[src/logic/rst_stby_pkg.sv]
package rst_stby_pkg;
   // ==========================================
   // Register indices and fields
   localparam logic [15:0] stby_ctrl_off = 16'h0018;
   localparam logic [15:0] misc_ctrl_off = 16'h001a;
   localparam logic [15:0] stby_sel_off = 16'h0028;
   localparam int soft_stby_req_pos = 0;
   localparam int frame_align_pos = 1;
   localparam int inhibit_pos = 2;
   localparam int stby_done_pos = 14;
   localparam int soft_rst_pos = 0;
   localparam int out_en_pos = 1;
   localparam int shutdown_sel_pos = 0;
   localparam logic [15:0] stby_ctrl_rst = 16'h0000;
   localparam logic [15:0] misc_ctrl_rst = 16'h0218;
   localparam logic [15:0] stby_sel_rst = 16'h0001;
   localparam logic [15:0] pll_cfg_off = 16'h0010;
   localparam logic [15:0] pll_cfg_rst = 16'h0000;
   // ==========================================
   // Timing
   localparam int clk_mhz = 200;
   localparam int stby_entry_us = 20;
   localparam int stby_entry_cyc = stby_entry_us * clk_mhz;
   localparam int rst_seq_cyc = 100;
   localparam int sync_stages = 2;

   typedef struct packed {
      logic [15:0] addr;
      logic [15:0] wdata;
      logic wr;
      logic rd;
   } reg_req_type;
endpackage

[src/logic/sensor_reset_standby_ctrl.sv]
`timescale 1ns/100ps
module sensor_reset_standby_ctrl (
   input wire logic clk_sys_i, // System clock
   input wire logic srst_i, // Synchronous reset
   input wire logic reset_pin_n_i, // Hard reset pin, active low
   input wire logic standby_pin_i, // Hard standby pin
   input wire logic line_end_i, // End of current line pulse
   input wire logic frame_end_i, // End of current frame pulse
   input wire logic calc_busy_i, // Statistics calculations in progress
   input wire logic core_active_i, // Sensor core still running
   input wire logic [15:0] reg_addr_i, // Register address
   input wire logic [15:0] reg_wdata_i, // Register write data
   input wire logic reg_wr_i, // Write strobe
   input wire logic reg_rd_i, // Read strobe
   output logic [15:0] reg_rdata_o, // Read data, one cycle after strobe
   output logic logic_rst_o, // Reset to device logic
   output logic clk_gate_o, // Internal clocks gated off
   output logic vdd_off_o, // Digital power removed
   output logic serial_en_o, // Serial interface enabled
   output logic core_dis_req_o, // Request to disable sensor core
   output logic fifo_en_o, // Output FIFO enable
   output logic out_oe_o // Output pads enable
);
   // ==========================================
   // Pin synchronisers
   logic [1:0] rst_sync_q;
   logic [1:0] stby_sync_q;
   logic dev_rst;
   logic soft_rst_q;
   logic [7:0] soft_cnt_q;

   always_ff @(posedge clk_sys_i) begin
      if (srst_i) begin
         rst_sync_q <= 2'h0;
         stby_sync_q <= 2'h0;
      end else begin
         rst_sync_q <= {rst_sync_q[0], reset_pin_n_i};
         stby_sync_q <= {stby_sync_q[0], standby_pin_i};
      end
   end

   // Soft reset and hard reset share one path so their effects match
   assign dev_rst = srst_i || !rst_sync_q[1] || soft_rst_q;

   // ==========================================
   // Register file
   logic soft_req_q;
   logic frame_align_q;
   logic inhibit_q;
   logic out_en_q;
   logic shutdown_sel_q;
   logic [15:0] pll_cfg_q;
   logic stby_done_q;
   logic wr_stby, wr_misc, wr_sel;
   logic serial_ok;

   // Serial port dead in hard standby; writes then ignored
   assign serial_ok = serial_en_o;
   assign wr_stby = reg_wr_i && serial_ok && reg_addr_i == rst_stby_pkg::stby_ctrl_off;
   assign wr_misc = reg_wr_i && serial_ok && reg_addr_i == rst_stby_pkg::misc_ctrl_off;
   assign wr_sel = reg_wr_i && serial_ok && reg_addr_i == rst_stby_pkg::stby_sel_off;

   typedef enum logic [2:0] {run_st, soft_wait_st, soft_gate_st, soft_st, hret_st, hoff_st} stby_state_type;
   stby_state_type state_q;

   // Shutdown pins every register but the PLL word at its reset value
   always_ff @(posedge clk_sys_i) begin
      if (dev_rst || state_q == hoff_st) begin
         soft_req_q <= rst_stby_pkg::stby_ctrl_rst[rst_stby_pkg::soft_stby_req_pos];
         frame_align_q <= rst_stby_pkg::stby_ctrl_rst[rst_stby_pkg::frame_align_pos];
         inhibit_q <= rst_stby_pkg::stby_ctrl_rst[rst_stby_pkg::inhibit_pos];
         out_en_q <= rst_stby_pkg::misc_ctrl_rst[rst_stby_pkg::out_en_pos] & 1'b0;
         shutdown_sel_q <= rst_stby_pkg::stby_sel_rst[rst_stby_pkg::shutdown_sel_pos];
      end else begin
         if (wr_stby) begin
            soft_req_q <= reg_wdata_i[rst_stby_pkg::soft_stby_req_pos];
            frame_align_q <= reg_wdata_i[rst_stby_pkg::frame_align_pos];
            inhibit_q <= reg_wdata_i[rst_stby_pkg::inhibit_pos];
         end
         if (wr_misc) begin
            out_en_q <= reg_wdata_i[rst_stby_pkg::out_en_pos];
         end
         if (wr_sel) begin
            shutdown_sel_q <= reg_wdata_i[rst_stby_pkg::shutdown_sel_pos];
         end
      end
   end

   // PLL settings survive shutdown standby; hard and soft reset both clear them
   always_ff @(posedge clk_sys_i) begin
      if (dev_rst) begin
         pll_cfg_q <= rst_stby_pkg::pll_cfg_rst;
      end else if (reg_wr_i && serial_ok && reg_addr_i == rst_stby_pkg::pll_cfg_off) begin
         pll_cfg_q <= reg_wdata_i;
      end
   end

   // Soft reset pulse, held for the reset sequence length
   always_ff @(posedge clk_sys_i) begin
      if (srst_i || !rst_sync_q[1]) begin
         soft_rst_q <= 1'b0;
         soft_cnt_q <= 8'h00;
      end else if (soft_rst_q) begin
         if (soft_cnt_q == 8'(rst_stby_pkg::rst_seq_cyc - 1)) begin
            soft_rst_q <= 1'b0;
            soft_cnt_q <= 8'h00;
         end else begin
            soft_cnt_q <= soft_cnt_q + 8'h01;
         end
      end else if (wr_misc && reg_wdata_i[rst_stby_pkg::soft_rst_pos]) begin
         soft_rst_q <= 1'b1;
      end
   end

   // ==========================================
   // Standby sequencer
   logic [15:0] entry_cnt_q;
   logic soft_point;
   assign soft_point = frame_align_q ? frame_end_i : line_end_i;

   // Hard pin wins over a pending soft request while running
   always_ff @(posedge clk_sys_i) begin
      if (dev_rst) begin
         state_q <= run_st;
      end else begin
         unique case (state_q)
            run_st: begin
               if (stby_sync_q[1] && !inhibit_q) begin
                  state_q <= shutdown_sel_q ? hoff_st : hret_st;
               end else if (soft_req_q && !inhibit_q) begin
                  state_q <= soft_wait_st;
               end
            end
            soft_wait_st: begin
               if (!soft_req_q) begin
                  state_q <= run_st;
               end else if (soft_point && !calc_busy_i && !core_active_i) begin
                  state_q <= soft_gate_st;
               end
            end
            soft_gate_st: begin
               if (!soft_req_q) begin
                  state_q <= run_st;
               end else if (entry_cnt_q == 16'(rst_stby_pkg::stby_entry_cyc - 1)) begin
                  state_q <= soft_st;
               end
            end
            soft_st: begin
               if (!soft_req_q) begin
                  state_q <= run_st;
               end
            end
            hret_st, hoff_st: begin
               if (!stby_sync_q[1]) begin
                  state_q <= run_st;
               end
            end
         endcase
      end
   end

   // Counter idles outside gating, so a cancelled entry restarts from zero
   always_ff @(posedge clk_sys_i) begin
      if (dev_rst || state_q != soft_gate_st) begin
         entry_cnt_q <= 16'h0000;
      end else begin
         entry_cnt_q <= entry_cnt_q + 16'h0001;
      end
   end

   // Done lags the state by a cycle, so the gate is already up when it rises
   always_ff @(posedge clk_sys_i) begin
      if (dev_rst) begin
         stby_done_q <= 1'b0;
      end else begin
         stby_done_q <= state_q == soft_st || state_q == hret_st;
      end
   end

   // ==========================================
   // Outputs
   assign logic_rst_o = dev_rst;
   assign clk_gate_o = state_q == soft_gate_st || state_q == soft_st || state_q == hret_st
      || state_q == hoff_st;
   assign vdd_off_o = state_q == hoff_st;
   assign serial_en_o = !(state_q == hret_st || state_q == hoff_st);
   assign core_dis_req_o = state_q == soft_wait_st || state_q == soft_gate_st || state_q == soft_st;

   // Pads drive only while running; any standby or reset floats them
   always_ff @(posedge clk_sys_i) begin
      if (dev_rst) begin
         fifo_en_o <= 1'b0;
         out_oe_o <= 1'b0;
         reg_rdata_o <= 16'h0000;
      end else begin
         fifo_en_o <= out_en_q && state_q == run_st;
         out_oe_o <= out_en_q && state_q == run_st;
         reg_rdata_o <= 16'h0000;
         if (reg_rd_i && serial_ok) begin
            unique case (reg_addr_i)
               rst_stby_pkg::stby_ctrl_off: reg_rdata_o <= 16'({stby_done_q, 11'h000, inhibit_q,
                  frame_align_q, soft_req_q}) << 0 | (16'(stby_done_q) << rst_stby_pkg::stby_done_pos)
                  & 16'h4000 | 16'({inhibit_q, frame_align_q, soft_req_q});
               rst_stby_pkg::misc_ctrl_off: reg_rdata_o <= rst_stby_pkg::misc_ctrl_rst & 16'hfffc
                  | 16'({out_en_q, 1'b0});
               rst_stby_pkg::stby_sel_off: reg_rdata_o <= 16'(shutdown_sel_q);
               rst_stby_pkg::pll_cfg_off: reg_rdata_o <= pll_cfg_q;
               default: reg_rdata_o <= 16'h0000;
            endcase
         end
      end
   end

   // ==========================================
   // Checks
   a_inhibit_blocks: assert property (@(posedge clk_sys_i) disable iff (dev_rst)
      state_q == run_st && inhibit_q |=> state_q == run_st)
      else $error("standby entered while inhibited");
   a_serial_off_hard: assert property (@(posedge clk_sys_i) disable iff (dev_rst)
      (state_q == hret_st || state_q == hoff_st) |-> !serial_en_o)
      else $error("serial active in hard standby");
   a_default_shutdown: assert property (@(posedge clk_sys_i) disable iff (dev_rst)
      state_q == run_st && stby_sync_q[1] && !inhibit_q && shutdown_sel_q |=> vdd_off_o)
      else $error("default standby not shutdown");
   a_done_after_gate: assert property (@(posedge clk_sys_i) disable iff (dev_rst)
      $rose(stby_done_q) |-> $past(clk_gate_o))
      else $error("done before clocks gated");
   a_soft_keeps_serial: assert property (@(posedge clk_sys_i) disable iff (dev_rst)
      state_q == soft_st |-> serial_en_o && clk_gate_o)
      else $error("soft standby serial or gate wrong");
   a_outputs_reset: assert property (@(posedge clk_sys_i) dev_rst |=> !out_oe_o && !fifo_en_o)
      else $error("outputs enabled after reset");
   a_soft_rst_len: assert property (@(posedge clk_sys_i) disable iff (srst_i || !rst_sync_q[1])
      $rose(soft_rst_q) |-> soft_rst_q [*8])
      else $error("soft reset too short");
   a_pin_release: assert property (@(posedge clk_sys_i) disable iff (dev_rst)
      state_q == hret_st && !stby_sync_q[1] |=> state_q == run_st)
      else $error("no resume on pin release");
   // Entry must wait for every gating condition
   a_line_align: assert property (@(posedge clk_sys_i) disable iff (dev_rst)
      state_q == soft_wait_st && !frame_align_q && !line_end_i |=> state_q != soft_gate_st)
      else $error("soft standby entered before line end");
   a_frame_align: assert property (@(posedge clk_sys_i) disable iff (dev_rst)
      state_q == soft_wait_st && frame_align_q && !frame_end_i |=> state_q != soft_gate_st)
      else $error("soft standby entered before frame end");
   a_calc_first: assert property (@(posedge clk_sys_i) disable iff (dev_rst)
      state_q == soft_wait_st && (calc_busy_i || core_active_i) |=> state_q != soft_gate_st)
      else $error("soft standby entered while busy");
   a_entry_time: assert property (@(posedge clk_sys_i) disable iff (dev_rst)
      state_q == soft_gate_st && entry_cnt_q != 16'(rst_stby_pkg::stby_entry_cyc - 1) |=> state_q != soft_st)
      else $error("soft standby entry too short");
   a_soft_exit: assert property (@(posedge clk_sys_i) disable iff (dev_rst)
      state_q == soft_st && !soft_req_q |=> state_q == run_st)
      else $error("no exit on cleared request");
   a_done_clears: assert property (@(posedge clk_sys_i) disable iff (dev_rst)
      state_q == run_st |=> !stby_done_q)
      else $error("done flag left set while running");
   a_pads_standby: assert property (@(posedge clk_sys_i) disable iff (dev_rst)
      state_q != run_st |=> !out_oe_o && !fifo_en_o)
      else $error("outputs driven in standby");
   // ==========================================
   // Retention and loss
   a_retention_keeps: assert property (@(posedge clk_sys_i) disable iff (dev_rst)
      state_q == hret_st |=> $stable(out_en_q) && $stable(shutdown_sel_q) && $stable(soft_req_q))
      else $error("register changed in retention");
   a_shutdown_clears: assert property (@(posedge clk_sys_i) disable iff (dev_rst)
      state_q == hoff_st |=> !out_en_q && shutdown_sel_q && !soft_req_q)
      else $error("register kept in shutdown");
   a_pll_kept: assert property (@(posedge clk_sys_i) disable iff (dev_rst)
      state_q == hoff_st |=> $stable(pll_cfg_q))
      else $error("pll setting lost in shutdown");
   a_shutdown_exit: assert property (@(posedge clk_sys_i) disable iff (dev_rst)
      state_q == hoff_st && !stby_sync_q[1] |=> state_q == run_st)
      else $error("no exit from shutdown on pin release");
endmodule

[config.mk]
export PLATFORM = sky130hd
export DESIGN_NAME = sensor_reset_standby_ctrl
export DESIGN_NICKNAME = d
export VERILOG_FILES = /design/src/logic/rst_stby_pkg.sv /design/src/logic/sensor_reset_standby_ctrl.sv
export SDC_FILE = /design/constraint.sdc
export NUM_CORES = 1
export LEC_CHECK = 0
export BUFFER_PORTS_ARGS = -buffer_cell sky130_fd_sc_hd__buf_4
export CAP_MARGIN = 10
export CELL_PAD_IN_SITES_DETAIL_PLACEMENT = 1
export CELL_PAD_IN_SITES_GLOBAL_PLACEMENT = 2
export CORE_MARGIN = 1.5
export CORE_UTILIZATION = 32
export CTS_CLUSTER_SIZE = 20
export DETAILED_ROUTE_END_ITERATION = 10
export GPL_TIMING_DRIVEN = 0
export PLACE_DENSITY = 0.76
export SYNTH_ARGS = -nofsm -noshare
export SYNTH_HDL_FRONTEND = slang
export SYNTH_SLANG_ARGS = --single-unit
export TNS_END_PERCENT = 20
[constraint.sdc]
create_clock -name clk_sys_i -period 1.76 [get_ports clk_sys_i]
set_input_delay 0.176 -clock clk_sys_i [delete_from_list [all_inputs] [get_ports clk_sys_i]]
set_output_delay 0.176 -clock clk_sys_i [all_outputs]
set_load 0.02 [all_outputs]
# --- Word level (Yosys, flattened, before mapping) ---
# Cells that the tools add are included.
word_totals:
  ff_bits: 71
  input_bits: 42
  out_inout_bits: 23
op_classes:
  n_addsub: 2
  eq_ne: 17
  muxes: 16
  bitwise: 3
  reduce_logical: 32
op_table:
  columns: ["cell", "count"]
  rows:
  - ["$pmux 16 s4", 1]
  - ["$eq 16x5->1 const B", 3]
  - ["$mux 3", 8]
  - ["$add 16x1->16 const B", 1]
  - ["$eq 16x12->1 const B", 1]
  - ["$eq 16x6->1 const B", 1]
  - ["$or 15x15->15", 1]
  - ["$or 15x3->15", 1]
  - ["$pmux 3 s5", 1]
  - ["$logic_and 1x1->1", 12]
  - ["$logic_or 1x1->1", 11]
  - ["$ne 3x3->1 const B", 3]
  - ["$add 8x1->8 const B", 1]
  - ["$eq 8x7->1 const B", 1]
  - ["$mux 8", 1]
  - ["$eq 3x2->1 const B", 2]
  - ["$eq 3x3->1 const B", 2]
  - ["$logic_not 1->1", 5]
  - ["$mux 1", 5]
  - ["$reduce_and 5->1", 1]
  - ["$ne 2x2->1 const B", 2]
  - ["$reduce_or 2->1", 2]
  - ["$eq 3x1->1 const B", 1]
  - ["$logic_not 3->1", 1]
  - ["other kinds (2)", 2]

# --- Logic depth before layout (Yosys ltp) ---
depth:
  word_depth: 8
  mapped_depth: 6
  mapped_depth_nobuf: 5

# --- Worst setup path before layout ---
# No wires, ideal clock.
synth_path:
  kind: "register -> register"
  from: "register entry_cnt_q[0]"
  to: "register entry_cnt_q[14]"
  setup_time_ps: 74
  arrival_ps: 1464
  setup_slack_ps: 222
  path_stages_with_launch: 6
  path_buffers: 0
  period_less_slack_ps: 1538
  cell_sequence: "dfxtp_1 ha_1 nand4_1 or2_2 or3_1 a21oi_1"
synth_between:
  elab_chain_len: 1
synth_lines:
  columns: ["item", "line", "source"]
  rows:
  - ["start: declaration", "sensor_reset_standby_ctrl.sv:117", "logic [15:0] entry_cnt_q;"]
  - ["start signal: assignment", "sensor_reset_standby_ctrl.sv:167", "entry_cnt_q <= entry_cnt_q + 16'h0001;"]
  - ["$add 16x1->16", "sensor_reset_standby_ctrl.sv:167", null]
# No other way between the ends.
# A chain may end at the register's enable or synchronous reset.

# --- Worst setup path in the final report ---
layout_path:
  from: "register state_q[2]"
  to: "output port vdd_off_o"
layout_between:
  elab_chain_len: 1
layout_lines:
  columns: ["item", "line", "source"]
  rows:
  - ["start: declaration", "sensor_reset_standby_ctrl.sv:64", "stby_state_type state_q;"]
  - ["start signal: assignment", "sensor_reset_standby_ctrl.sv:124", "state_q <= run_st;"]
  - ["start signal: assignment", "sensor_reset_standby_ctrl.sv:129", "state_q <= shutdown_sel_q ? hoff_st : hret_st;"]
  - ["start signal: assignment", "sensor_reset_standby_ctrl.sv:131", "state_q <= soft_wait_st;"]
  - ["$eq 3x3->1", "sensor_reset_standby_ctrl.sv:185", "assign vdd_off_o = state_q == hoff_st;"]
  - ["end: declaration", "sensor_reset_standby_ctrl.sv:18", "output logic vdd_off_o,"]
# No other way between the ends.

==> flow_metrics.env <==
export IMPL_core_region_area_sq_um=9150
export IMPL_diodes=0
export IMPL_antenna_found_initial=0
export IMPL_cts_root_buf="clkbuf_8"
export IMPL_setup_viol=0
export IMPL_clkSlewWorstSetupHoldPaths_ns=0.08
export IMPL_start_util_pct=32.6
export IMPL_die_area_sq_um=9900
export IMPL_fin_crit_sh_pct=95.5
export IMPL_grt_pass1_vias=2674
export IMPL_cts_max_level=3
export IMPL_synthToLayoutAreaGrowth_pct=30.1
export IMPL_num_vias=2675
export IMPL_drtPass1Iterations=4
export IMPL_clkLatencyLatePin_ns=0.35
export IMPL_die_h_um=99.5
export IMPL_p_sw_uw=732
export IMPL_max_slew_worst_pin_slew_ns=0.564
export IMPL_clk_path_buf_depth=2
export IMPL_postSynthCellCount=341
export IMPL_cp_start_kind="flop"
export IMPL_io_pins=65
export IMPL_row_count=35
export IMPL_wl_per_cell_um=14.3
export IMPL_hold_path_class="input pin to flop"
export IMPL_worst_setup_path_end_kind="output pin"
export IMPL_seqPwrFrac_pct=49.7
export IMPL_io_buffers=64
export IMPL_whs_ns=0.0409
export IMPL_hold_buffers=0
export IMPL_place_inst=516
export IMPL_drc_errors=0
export IMPL_irDropWorstVdd_mv=0.384
export IMPL_hpwl_um=5750
export IMPL_viasPerCell=5.01
export IMPL_power_total_mw=3.24
export IMPL_p_leak_nw=1.42
export IMPL_yosysSeqAreaShare_pct=47.7
export IMPL_synth_seq_cells=71
export IMPL_grt_pass1_wl_um=12700
export IMPL_ys_warnings_count=0
export IMPL_grt_start_max_net_pins=15
export IMPL_critical_path_arrival_ns=1.50
export IMPL_cts_tree="done"
export IMPL_status="complete, no violations"
export IMPL_layout_cells_non_filler=534
export IMPL_intPower_mw=2.51
export IMPL_drt_wl_total_um=7660
export IMPL_avgSynthCellArea_sq_um=8.74
export IMPL_relSlewSlack_pct=62.0
export IMPL_synthTopCellsByCount="dfxtp_1 (71), a21oi_1 (32), nor2_1 (32), o21ai_0 (24)"
export IMPL_fin_util_pct=42.4
export IMPL_power_density_nw_per_um2=836
export IMPL_layout_setup_ws_ns=0.0797
export IMPL_hold_viol_final=0
export IMPL_cts_buffers=9
export IMPL_cap_violations=0
export IMPL_fin_crit_ns=1.68
export IMPL_worst_setup_path_type="flop to output pin"
export IMPL_place_ws_ns=-0.312
export IMPL_p_sw_share_pct=22.6
export IMPL_skew_ns=0.00748
export IMPL_crit_fanout=10
export IMPL_synth_ff_type="dfxtp_1"
export IMPL_syn_area_sq_um=2980
export IMPL_die_w_um=99.5
export IMPL_clkPwrFrac_pct=46.1
export IMPL_clock_sinks=71
export IMPL_crit_required_ns=1.58
export IMPL_netlist_area_leader_share_pct=47.7
export IMPL_rsz0062_at_grt="yes"
export IMPL_synth_top_cell_by_area="dfxtp_1"
export IMPL_drt_iter0_drc=39
export IMPL_globalplace_congestion=0.808
export IMPL_grt_ovfl_total=0
export IMPL_synth_edf_count=0
export IMPL_synth_cell_types=41
export IMPL_yosysMostFrequentCell="dfxtp_1"
export IMPL_drtAntennaViolNets=0
export IMPL_drive_above_1_share_pct=25.1
export IMPL_fmax_mhz=595
export IMPL_yosys_top_cells_area="dfxtp_1 (48%), a21oi_1 (5.4%), o21ai_0 (4.0%)"
export IMPL_slew_viol_final=0
export IMPL_power_frac_comb_pct=4.2
export IMPL_grt_usage_pct=16.4
export IMPL_synth_fp_nets=385
export IMPL_nets=462
export IMPL_synthArstFlopShare_pct=0
## layer usage
layer  routed length [um]  GRT usage (%)  up-vias
met4                  108           6.83        0
met3                  256           2.95       10
met2                 3830           28.0       43
li1                     -              -     1353
met1                 3470           20.4     1269
met5                    0              0        -
## worst max-delay path, cell delays in order (launching register included)
cell	delay, ns
dfxtp_1	0.37
clkbuf_1	0.36
and3b_1	0.28
buf_4	0.16
## cells in the final DEF (no fill, tap or decap), types with 3 or more instances in the layout
cell type  count
buf_4         70
dfxtp_1       69
nor2_1        32
a21oi_1       32
o21ai_0       24
nand2_1       23
nand3_1       22
nor3_1        12
nand4_1       11
and2_1        11
mux2i_1       10
xnor2_1        9
clkbuf_8       9
xor2_1         7
nor4_1         6
and3_1         6
inv_1          6
nor2b_1        6
clkbuf_1       5
buf_2          5
or3_1          5
nand2b_1       4
and4_1         3
nor3b_1        3
inv_6          3
## sequential cells by signal, summed over array words and instances, names as in the netlist
register        count
entry_cnt_q        16
pll_cfg_q          16
reg_rdata_o        16
soft_cnt_q          8
state_q             3
rst_sync_q          2
stby_sync_q         2
frame_align_q       1
inhibit_q           1
out_en_q            1
out_oe_o            1
shutdown_sel_q      1
soft_req_q          1
soft_rst_q          1
stby_done_q         1
## metrics by stage
stage	setup TNS (ns)	area (sq um)
floorplan	0	2980
global placement	-7.25	3600
detailed placement	-7.21	3600
CTS	-0.0438	3850
global route	-0.0654	3880
finish	0	3880
## power by group through the flow
stage	combinational (mW)	clock, mW	sequential, mW
2_1_floorplan	0.0404	0	1.65
3_3_place_gp	0.132	0	1.65
3_5_place_dp	0.134	0	1.65
4_1_cts	0.137	1.55	1.61
5_1_grt	0.149	1.61	1.61
6_report	0.136	1.49	1.61
## final timing paths
kind | startpoint | endpoint | slack (ns) | depth (start not counted)
max reg2reg | soft_rst_q | reg_rdata_o[7] | 0.16 | 7
max | state_q[2] | vdd_off_o | 0.08 | 3
min reg2reg | entry_cnt_q[0] | entry_cnt_q[0] | 0.43 | 1
min | standby_pin_i | stby_sync_q[0] | 0.04 | 2
## area by class of cell
cell class                      count  area (sq um)
Clock inverter                      7           104
Multi-Input combinational cell    247          1480
Timing Repair Buffer               67           503
Sequential cell                    71          1420
Buffer                             15          76.3
Fill cell                        1103          5280
Clock buffer                        9           124
Tap cell                          111           139
Inverter                            7          26.3
## cell families after synthesis
logic type,Yosys count,share of synthesized area (%)
mux,11,3.74
flops,71,47.7
buf+inv,23,3.44
xor+xnor,16,4.70
compound gates,64,11.7
simple gates,154,27.9
fa+ha+maj,2,0.839
## timing repair
item / CTS / global route
setup buffers: 1 / 2
resized for setup: 5 / 7
pin swaps: 2 / 2
endpoints found under the hold margin: 0 / 0
setup endpoints to repair: 43 / 24
No activity file was read; power rests on OpenSTA's default activity.
